$ cat src/include/pcd_pkg.sv
// Constants shared by the PID datapath modules.
package pcd_pkg;
   // Data and accumulator widths.
   localparam int DATA_W = 16;
   localparam int COEF_W = 16;
   localparam int ACC_W = 32;
   // Binary point of the proportional gain and of the filter and integral coefficients.
   localparam int KP_FRAC = 8;
   localparam int COEF_FRAC = 15;
   // Output band in units of 0.1 percent of full scale: -5.0 to 105.0.
   localparam logic signed [DATA_W-1:0] MV_MIN = 16'shffce;
   localparam logic signed [DATA_W-1:0] MV_MAX = 16'sh041a;
   localparam logic signed [ACC_W-1:0] ACC_ZERO = 32'sh00000000;
   localparam logic signed [DATA_W-1:0] DATA_ZERO = 16'sh0000;
endpackage

$ cat src/include/pcd_mul_if.sv
// Operand and product bundle between the datapath and one scaling multiplier.
`timescale 1ns/100ps
`default_nettype none
interface pcd_mul_if #(
   parameter int WA = 32,
   parameter int WB = 16
);
   logic signed [WA-1:0] a;
   logic [WB-1:0] b;
   logic signed [WA+WB:0] p;
   modport user (output a, output b, input p);
   modport unit (input a, input b, output p);
endinterface
`default_nettype wire

$ cat src/rtl/pcd_mul.sv
// Signed-by-unsigned fixed-point multiplier with a fixed binary point.
`timescale 1ns/100ps
`default_nettype none
module pcd_mul #(
   parameter int WA = 32,
   parameter int WB = 16,
   parameter int FRAC = 15
) (
   pcd_mul_if.unit m // Operands in, scaled product out.
);
   logic signed [WA+WB:0] raw_w;

   assign raw_w = m.a * $signed({1'b0, m.b});
   assign m.p = raw_w >>> FRAC;
endmodule
`default_nettype wire

$ cat src/rtl/pcd_top.sv
// Discrete-time PID datapath for one control loop.
`timescale 1ns/100ps
`default_nettype none
// What this block does
// - Output is gain times the sum of deviation, integral and filtered derivative, each sample.
// - Derivative input passes a first-order lag weighted by eta-scaled coefficients.
// - Derivative acts on the process value change, never on the deviation.
// - Direct-acting mode raises the output when process value exceeds set value.
// - Reverse-acting mode raises the output when process value is below set value.
// - Output is clamped to the band -5.0 to 105.0 percent.
// - Proportional-only output equals gain times deviation: set minus process value when reverse-acting, process minus set value when direct-acting.
// - Integral term only runs together with the proportional term.
// - Derivative term only runs together with the proportional term.
// - Full PID output sums proportional, integral and derivative contributions.
module pcd_top #(
   parameter int DATA_W = pcd_pkg::DATA_W,
   parameter int COEF_W = pcd_pkg::COEF_W
) (
   input wire logic clk_sys_i, // System clock, 10 MHz.
   input wire logic sys_rst_i, // Asynchronous reset, active high.
   input wire logic sample_stb_i, // One-cycle sampling-cycle strobe.
   input wire logic signed [DATA_W-1:0] set_value_i, // Set value.
   input wire logic signed [DATA_W-1:0] process_value_i, // Process value.
   input wire logic [COEF_W-1:0] kp_i, // Proportional gain, 8 fraction bits.
   input wire logic [COEF_W-1:0] ki_coef_i, // Sampling cycle over integral time, 15 fraction bits.
   input wire logic [COEF_W-1:0] kd_keep_i, // Eta*TD over (tau+eta*TD), 15 fraction bits.
   input wire logic [COEF_W-1:0] kd_step_i, // TD over (tau+eta*TD), 15 fraction bits.
   input wire logic integral_en_i, // Adds the integral term (PI or PID).
   input wire logic derivative_en_i, // Adds the derivative term (PD or PID).
   input wire logic direct_act_i, // 1: direct-acting (cooling), 0: reverse-acting (heating).
   output logic signed [DATA_W-1:0] manipulated_value_o, // Clamped output, 0.1 percent units.
   output logic mv_valid_o // Pulse one cycle after each strobe.
);
   localparam int ACC_W = pcd_pkg::ACC_W;
   localparam int PW = ACC_W + COEF_W + 1;

   logic signed [ACC_W-1:0] integ_reg;
   logic signed [ACC_W-1:0] deriv_reg;
   logic signed [DATA_W-1:0] pv_prev_reg;
   logic first_reg;
   logic signed [DATA_W-1:0] mv_reg;
   logic valid_reg;

   logic signed [ACC_W-1:0] err_w;
   logic signed [ACC_W-1:0] dpv_w;
   logic signed [ACC_W-1:0] integ_next;
   logic signed [ACC_W-1:0] deriv_next;
   logic signed [ACC_W-1:0] sum_w;
   logic signed [PW-1:0] mv_prod_w;
   logic signed [DATA_W-1:0] mv_next;
   logic above_max_w;
   logic below_min_w;

   pcd_mul_if #(.WA(ACC_W), .WB(COEF_W)) int_bus ();
   pcd_mul_if #(.WA(ACC_W), .WB(COEF_W)) keep_bus ();
   pcd_mul_if #(.WA(ACC_W), .WB(COEF_W)) step_bus ();
   pcd_mul_if #(.WA(ACC_W), .WB(COEF_W)) kp_bus ();

   // ***************************************************************
   // Deviation and derivative input
   // ***************************************************************
   // Direct action flips the sign so the output rises when the process runs high.
   assign err_w = direct_act_i ? (ACC_W'(process_value_i) - ACC_W'(set_value_i))
                               : (ACC_W'(set_value_i) - ACC_W'(process_value_i));
   // The first sample after reset has no previous value, so it gives no change.
   assign dpv_w = first_reg ? pcd_pkg::ACC_ZERO
                : direct_act_i ? (ACC_W'(pv_prev_reg) - ACC_W'(process_value_i))
                               : (ACC_W'(process_value_i) - ACC_W'(pv_prev_reg));

   // ***************************************************************
   // Term arithmetic
   // ***************************************************************
   assign int_bus.a = err_w;
   assign int_bus.b = ki_coef_i;
   assign keep_bus.a = deriv_reg;
   assign keep_bus.b = kd_keep_i;
   assign step_bus.a = dpv_w;
   assign step_bus.b = kd_step_i;
   assign kp_bus.a = sum_w;
   assign kp_bus.b = kp_i;

   // Each multiplier keeps its own binary point: the gain has 8 fraction bits, the others 15.
   pcd_mul #(.WA(ACC_W), .WB(COEF_W), .FRAC(pcd_pkg::COEF_FRAC)) u_mul_int (.m(int_bus.unit));
   pcd_mul #(.WA(ACC_W), .WB(COEF_W), .FRAC(pcd_pkg::COEF_FRAC)) u_mul_keep (.m(keep_bus.unit));
   pcd_mul #(.WA(ACC_W), .WB(COEF_W), .FRAC(pcd_pkg::COEF_FRAC)) u_mul_step (.m(step_bus.unit));
   pcd_mul #(.WA(ACC_W), .WB(COEF_W), .FRAC(pcd_pkg::KP_FRAC)) u_mul_kp (.m(kp_bus.unit));

   // The accumulators wrap on overflow and have no anti-windup, so software must keep the
   // gains small enough that the integral stays inside its 32-bit range.
   // Proportional is always on, so integral or derivative never run alone.
   assign integ_next = integral_en_i ? (ACC_W'(int_bus.p) + integ_reg) : pcd_pkg::ACC_ZERO;
   assign deriv_next = derivative_en_i ? (ACC_W'(keep_bus.p) - ACC_W'(step_bus.p))
                                       : pcd_pkg::ACC_ZERO;
   assign sum_w = err_w + integ_next + deriv_next;
   assign mv_prod_w = kp_bus.p;
   // The band is tested at full product width so that a large product cannot wrap into it.
   assign above_max_w = mv_prod_w > PW'(pcd_pkg::MV_MAX);
   assign below_min_w = mv_prod_w < PW'(pcd_pkg::MV_MIN);
   assign mv_next = above_max_w ? pcd_pkg::MV_MAX
                  : below_min_w ? pcd_pkg::MV_MIN
                  : DATA_W'(mv_prod_w);

   // ***************************************************************
   // Stored state
   // ***************************************************************
   // State moves only on a strobe; a strobe held high recomputes on every cycle.
   always_ff @(posedge clk_sys_i or posedge sys_rst_i)
   begin
      if (sys_rst_i)
      begin
         integ_reg <= pcd_pkg::ACC_ZERO;
         deriv_reg <= pcd_pkg::ACC_ZERO;
         pv_prev_reg <= pcd_pkg::DATA_ZERO;
         first_reg <= 1'b1;
         mv_reg <= pcd_pkg::DATA_ZERO;
      end
      else if (sample_stb_i)
      begin
         integ_reg <= integ_next;
         deriv_reg <= deriv_next;
         pv_prev_reg <= process_value_i;
         first_reg <= 1'b0;
         mv_reg <= mv_next;
      end
   end

   // The valid pulse follows every strobe, even one that repeats the last inputs.
   always_ff @(posedge clk_sys_i or posedge sys_rst_i)
   begin
      if (sys_rst_i)
         valid_reg <= 1'b0;
      else
         valid_reg <= sample_stb_i;
   end

   assign manipulated_value_o = mv_reg;
   assign mv_valid_o = valid_reg;
endmodule
`default_nettype wire

$ cat config.mk
export PLATFORM = sky130hd
export DESIGN_NAME = pcd_top
export DESIGN_NICKNAME = d
export VERILOG_FILES = /design/src/include/pcd_pkg.sv /design/src/include/pcd_mul_if.sv /design/src/rtl/pcd_mul.sv /design/src/rtl/pcd_top.sv
export SDC_FILE = /design/constraint.sdc
export NUM_CORES = 2
export LEC_CHECK = 0
export ABC_AREA = 1
export BUFFER_PORTS_ARGS = -buffer_cell sky130_fd_sc_hd__buf_2
export CAP_MARGIN = 30
export CORE_MARGIN = 10
export CORE_UTILIZATION = 65
export CTS_BUF_LIST = sky130_fd_sc_hd__clkbuf_16
export DETAILED_ROUTE_END_ITERATION = 10
export PLACE_DENSITY = 0.82
export SETUP_SLACK_MARGIN = 0.4
export SYNTH_ARGS = -nofsm -noshare
export SYNTH_HDL_FRONTEND = slang
export SYNTH_SLANG_ARGS = --single-unit
export TNS_END_PERCENT = 100
$ cat constraint.sdc
create_clock -name clk_sys_i -period 48.9 [get_ports clk_sys_i]
set_clock_uncertainty 0.2 [all_clocks]
set_input_delay 0 -clock clk_sys_i [delete_from_list [all_inputs] [get_ports clk_sys_i]]
set_output_delay 0 -clock clk_sys_i [all_outputs]
set_load 0.005 [all_outputs]
Word level (Yosys, flattened, before mapping)
Index checks and enable logic that the tools add are counted.
{ "totals": {"ff_bits": 98, "latch_bits": 0, "ram_bits": 0, "mem_bits_ro": 0, "in_bits": 102, "output_inout_bits": 17, "elab_cells": 27, "memories": 0} }
{ "op_classes": {"n_addsub": 8, "multipliers": 4, "n_div": 0, "magnitude_cmp": 2, "n_eq_ne": 0, "n_shift": 0, "muxes": 7, "bitwise_logic": 0, "reduce_logical": 0} }
{ "ops": {"columns": ["cell", "n"], "rows": [
  ["$mux W32", 5],
  ["$mul A32 B17 Y47", 3],
  ["$add A32 B32 Y32", 3],
  ["$sub A16 B16 Y17", 4],
  ["$mul A32 B17 Y49", 1],
  ["$gt A41 B12 Y1 const B", 1],
  ["$lt A41 B7 Y1 const B", 1],
  ["$mux W16", 2],
  ["$sub A32 B32 Y32", 1]
]} }

Longest topological paths before layout
{ "depth": {"ltp_word": 11, "ltp_mapped": 103, "ltp_nobuf": 100} }

By module
Synthesis repeated with hierarchy kept, for this count alone.
{ "hier_totals": {"cells_unflattened": 12785, "area_unflattened_um2": 91366.4} }
{ "modules_own_cells": {"columns": ["mod", "n_inst", "cells_each", "area_per_inst_um2", "seq_area_each_um2"], "rows": [
  ["pcd_mul at u_mul_int", 1, 2707, 19593.8, 0.0],
  ["pcd_mul at u_mul_kp", 1, 2701, 19590.0, 0.0],
  ["pcd_mul at u_mul_keep", 1, 2705, 19578.8, 0.0],
  ["pcd_mul at u_mul_step", 1, 2605, 19261.0, 0.0],
  ["pcd_top", 1, 2067, 13342.8, 2453.6]
]} }

Least setup slack after synthesis
Ideal clock, no wire load.
{ "synth_path": {"kind": "input to register", "startpoint": "input process_value_i[0]", "endpoint": "register mv_reg[1] (netlist: manipulated_value_o[1])", "setup_ps": 116, "t_arrival_ps": 16043, "t_required_ps": 48584, "slack_ps": 32541, "cell_stages": 90, "path_buffers": 4, "path_cell_list": "inv_1 ha_1 inv_1 fa_1 inv_1 o21ai_2 nand2_1 o211ai_1 nand2_1 nand3_1 nand2_1 nand2_1 nand2_4 clkbuf_1 nor2_1 fa_1 fa_1 clkbuf_1 [... 54 more ...] inv_1 nor2_1 nand2_1 nor3_1 nand2_1 nand3_1 nand2_1 nand2_1 nand2_1 nor2_1 nand2_1 nor2_1 o211ai_2 nand3_2 buf_6 nand2_1 nand2_1 nand2_1"} }
{ "synth_between": {"elab_chain_cells": 11} }
{ "synth_rtl": {"columns": ["element", "line_no", "text"], "rows": [
  ["start: declaration", "pcd_top.sv:23", "input wire logic signed [DATA_W-1:0] process_value_i,"],
  ["$sub A16 B16 Y17 (on tied branches)", null, null],
  ["$mux W32 (on tied branches)", "pcd_top.sv:63, pcd_top.sv:67", null],
  ["$mul A32 B17 Y47 / $mux W32 (equally long branches)", "pcd_mul.sv:13, pcd_top.sv:66", null],
  ["$add A32 B32 Y32 / $mul A32 B17 Y47 (equally long branches)", "pcd_top.sv:91, pcd_mul.sv:13", null],
  ["$mux W32 / $sub A32 B32 Y32 (equally long branches)", "pcd_top.sv:91, pcd_top.sv:92", null],
  ["$add A32 B32 Y32 / $mux W32 (equally long branches)", "pcd_top.sv:94, pcd_top.sv:92", null],
  ["$add A32 B32 Y32 (*)", "pcd_top.sv:94", "assign sum_w = err_w + integ_next + deriv_next;"],
  ["$mul A32 B17 Y49 (*)", "pcd_mul.sv:13", "assign raw_w = m.a * $signed({1'b0, m.b});"],
  ["$lt A41 B7 Y1", "pcd_top.sv:98", "assign below_min_w = mv_prod_w < PW'(pcd_pkg::MV_MIN);"],
  ["$mux W16", "pcd_top.sv:100", ": below_min_w ? pcd_pkg::MV_MIN"],
  ["$mux W16 (*)", "pcd_top.sv:99", "assign mv_next = above_max_w ? pcd_pkg::MV_MAX"],
  ["end signal: assignment", "pcd_top.sv:115", "mv_reg <= pcd_pkg::DATA_ZERO;"],
  ["end signal: assignment", "pcd_top.sv:123", "mv_reg <= mv_next;"],
  ["end: declaration", "pcd_top.sv:41", "logic signed [DATA_W-1:0] mv_reg;"]
]} }
Mark *: on every way between the ends. The rest lies on a longest branch, timed or not.
A chain may end at the register's enable or synchronous reset.

Final worst setup path
{ "layout_path": {"startpoint": "register pv_prev_reg[1]", "endpoint": "register mv_reg[3] (netlist: manipulated_value_o[3])"} }
{ "layout_between": {"elab_chain_cells": 11} }
{ "layout_rtl": {"columns": ["element", "line_no", "text"], "rows": [
  ["start: declaration", "pcd_top.sv:39", "logic signed [DATA_W-1:0] pv_prev_reg;"],
  ["start signal: assignment", "pcd_top.sv:113", "pv_prev_reg <= pcd_pkg::DATA_ZERO;"],
  ["start signal: assignment", "pcd_top.sv:121", "pv_prev_reg <= process_value_i;"],
  ["$sub A16 B16 Y17 (on tied branches)", "pcd_top.sv:68, pcd_top.sv:67", null],
  ["$mux W32 (*)", "pcd_top.sv:67", ": direct_act_i ? (ACC_W'(pv_prev_reg) - ACC_W'(process_value_i))"],
  ["$mux W32 (*)", "pcd_top.sv:66", "assign dpv_w = first_reg ? pcd_pkg::ACC_ZERO"],
  ["$mul A32 B17 Y47 (*)", "pcd_mul.sv:13", null],
  ["$sub A32 B32 Y32 (*)", "pcd_top.sv:92", "assign deriv_next = derivative_en_i ? (ACC_W'(keep_bus.p) - ACC_W'(step_bus.p))"],
  ["$mux W32 (*)", "pcd_top.sv:92", null],
  ["named net deriv_next[12]", "pcd_top.sv:47", "logic signed [ACC_W-1:0] deriv_next;"],
  ["$add A32 B32 Y32 (*)", "pcd_top.sv:94", null],
  ["$mul A32 B17 Y49 (*)", "pcd_mul.sv:13", null],
  ["$lt A41 B7 Y1", "pcd_top.sv:98", null],
  ["$mux W16", "pcd_top.sv:100", null],
  ["$mux W16 (*)", "pcd_top.sv:99", null]
]} }
Mark *: on every way through the listed nets, which the timed path passes. The rest lies on a longest branch.

==> summary.md <==
| Metric | Value |
|---|---|
| Critical path required time | 49.01 ns |
| Final hold slack | about 0.07 ns |
| TritonCTS Sinks | 98 |
| Pre-antenna DRT Iters | 6 |
| WL/cell | around 19 um |
| Met3 usage | approximately 7% |
| Post-Syn Nets | around 12000 |
| Synthesized instance count | roughly 9500 |
| Share of layout cells above drive strength 1 | 3.30% |
| Unrepaired setup endpoints after global routing | no |
| Crit path launch type | flop |
| Transition time at the pin with the least slew margin | 1.10 ns |
| Crit path arrival time | around 20 ns |
| Area of the mapped netlist | between 70000 and 80000 um2 |
| Final slew viol count | 0 |
| Total setup violations reported at the end of the flow | 0 |
| Footprint of the multi-input gates | ~58000 um2 |
| Max H-tree Level | 3 |
| Number of buffers added by the clock tree synthesis step | 9 |
| Sort of element at the end of the critical path | flop |
| Synthesis-to-layout area growth | 2.81% |
| Worst skew pair latency | approximately 0.44 ns |
| Async SR Flop Fraction | 100% |
| Critical path's most frequent cell | sky130_fd_sc_hd__nand2_1 |
| Fraction of met2 tracks used by global routing | a little under three fifths |
| Via density per instance | ~5.7 |
| Layout Nets | roughly 12000 |
| Most used cells in the layout excluding fill and tap cells | sky130_fd_sc_hd__inv_1 (2552), sky130_fd_sc_hd__nand2_1 (2206), sky130_fd_sc_hd__fa_1 (1547) |
| Library cell used as clock root buffer | sky130_fd_sc_hd__clkbuf_16 |
| Worst setup path category | flop to flop |
| Max-cap violations | 0 |
| Fmax | between 0.05 and 0.06 GHz |
| Yosys cell types | slightly below 70 |
| Number of enable flip-flop cells after synthesis | 0 |
| R2R setup slack | 28.92 ns |
| DPL Wire Length | 171 mm |
| DP Cell Count | between 10000 and 15000 |
| Slowest cell delay on critical path | ~0.65 ns |
| Number of primary I/O pins | ~120 |
| Maximum clock path buffer count | 2 |
| Sequential cell area | around 2500 um2 |
| Number of antenna violations at the first check in global routing | 8 |
| Maximum net fanout on the critical path | 10 |
| Count of port buffers added during placement | roughly 120 |
| Core region area | about 110000 um2 |
| Final-report hold violation count | 0 |
| Outcome | completed |
| CTS tree | done |
| Count of warnings emitted by yosys | 0 |
| Gpl congestion | ~1.0 |
| RR Startpoint | pv_prev_reg[1] |
| GRT Max-Usage Layer | met2 |
| Number of buffers added for setup after CTS | 0 |
| Number of DRC markers after the initial detailed-route iteration | roughly 5300 |
| Number of synthesized register bits | 98 |
| DIE AREA | 123000 um2 |
| Routed WL | about 200 mm |
| Core utilization of the finished layout | 67.4% |
| First-pass GRT wire length | roughly 330 mm |
| Per-instance average area after synthesis | roughly 7.5 um2 |
| Portion of the clock cycle consumed by the worst path in the final layout | 40.9% |
| Filler cells | 9081 |
| Setup TNS Final | 0 ns |
| Met1 track demand over resource | 42.2% |
| Register clock-pin slew on the reported worst setup and hold paths | ~0.090 ns |
| Effective utilization at floorplan | 65.5% |
| Tmin final | around 20 ns |
| Post-detailed-route DRC marker count | 0 |
| Synth Flop Type | sky130_fd_sc_hd__dfrtp_1 |
| Hold_buf cts | 19 |
| Cell with the largest stage delay on the worst path | sky130_fd_sc_hd__a21oi_1 |
| Overflow left after global routing | 0 |
| Rel. slew slack | 25.8% |
| Part of the Yosys area used for sequential elements | under 10% |
| Worst min-delay path class | primary input to async pin |
| Number of global-route vias before repair | about 66000 |
| Launch point of the critical path | pv_prev_reg[1] |
| Chip Width | 351 um |
| Resized Gates After CTS | 0 |
| Vias | between 60000 and 70000 |
| Floorplan row count | ~120 |
| Global-route usage over all layers | between 30 and 40% |
| Maximum number of pins on one net before global-route repair | about 100 |
| Post-DRT Antenna Nets | 0 |
| Most frequent standard cell in the layout excluding fill and tap cells | sky130_fd_sc_hd__inv_1 |
| Die H | around 350 um |
| Post-layout instance count excluding filler cells | around 11000 |
==> final timing paths <==
| kind | to | cells past startpoint |
|---|---|---|
| max | manipulated_value_o[3] | 81 |
| min | pv_prev_reg[1] | 3 |
| max reg2reg | manipulated_value_o[3] | 81 |
| min reg2reg | manipulated_value_o[4] | 2 |
| max in group asynchronous | manipulated_value_o[0] | 4 |
| min in group clk_sys_i | manipulated_value_o[14] | 4 |
==> kinds of logic after synthesis <==
logic type,synth area share [%]
adder cells (fa/ha/maj),53.5
XOR/XNOR,2.23
buffers and inverters,15.2
flip-flops,3.44
AO/OA/AOI/OAI,6.61
multiplexers,0.0140
AND/OR/NAND/NOR,19.0
==> critical path: cells and delay by family (launching register included) <==
family / cells / cell delay (ns)
flip-flops: 1 / 0.46
adder cells (fa/ha/maj): 18 / 8.30
buffers and inverters: 11 / 1.49
AND/OR/NAND/NOR: 33 / 5.29
XOR/XNOR: 1 / 0.14
AO/OA/AOI/OAI: 18 / 3.91
==> synth_stat cells, drive strengths merged (8+ instances only) <==
library cell	instances	area [um2]
xor2	107	945
o221ai	8	70.1
nor4	13	100
dfrtp	97	2430
o21a	12	90.1
a21o	34	255
inv	2559	9610
o21bai	21	158
nand2	2233	8480
nand4	38	253
a21oi	399	2040
o211ai	15	123
nor2	746	2830
buf	23	135
nand3	210	1090
ha	577	7220
clkinv	35	131
or2	77	482
fa	1547	31000
nand3b	8	60.1
nor3	38	200
o2111ai	8	70.1
o21ai	306	1540
xnor2	73	647
a21boi	8	63.8
a31oi	18	113
clkbuf	251	945
==> per-layer routing <==
layer | vias to the layer above | part of all wire (%)
met4 | 4 | 5.5
li1 | 27400 | -
met1 | 29900 | 38
met3 | 757 | 9.7
met2 | 3148 | 47
met5 | - | 0.017
==> per-stage QoR <==
step	cell area, um2	worst slack (ns)
floorplan	71300	32.54
global placement	72800	29.74
detailed placement	72800	29.47
CTS	73300	29.40
global route	73300	27.59
finish	73300	28.92
==> final cells by class <==
cell class	instances	area share, %
repair buffers	160	1.34
well taps	1414	2.41
multi-input cells	6526	79.2
inverters	2594	13.3
clock buffers	9	0.307
diodes	5	0.0171
clock inverters	7	0.104
flip-flops and latches	98	3.35
Power is not shown: default switching activity piles up to over one toggle a cycle in this logic, so the estimate is an artifact.
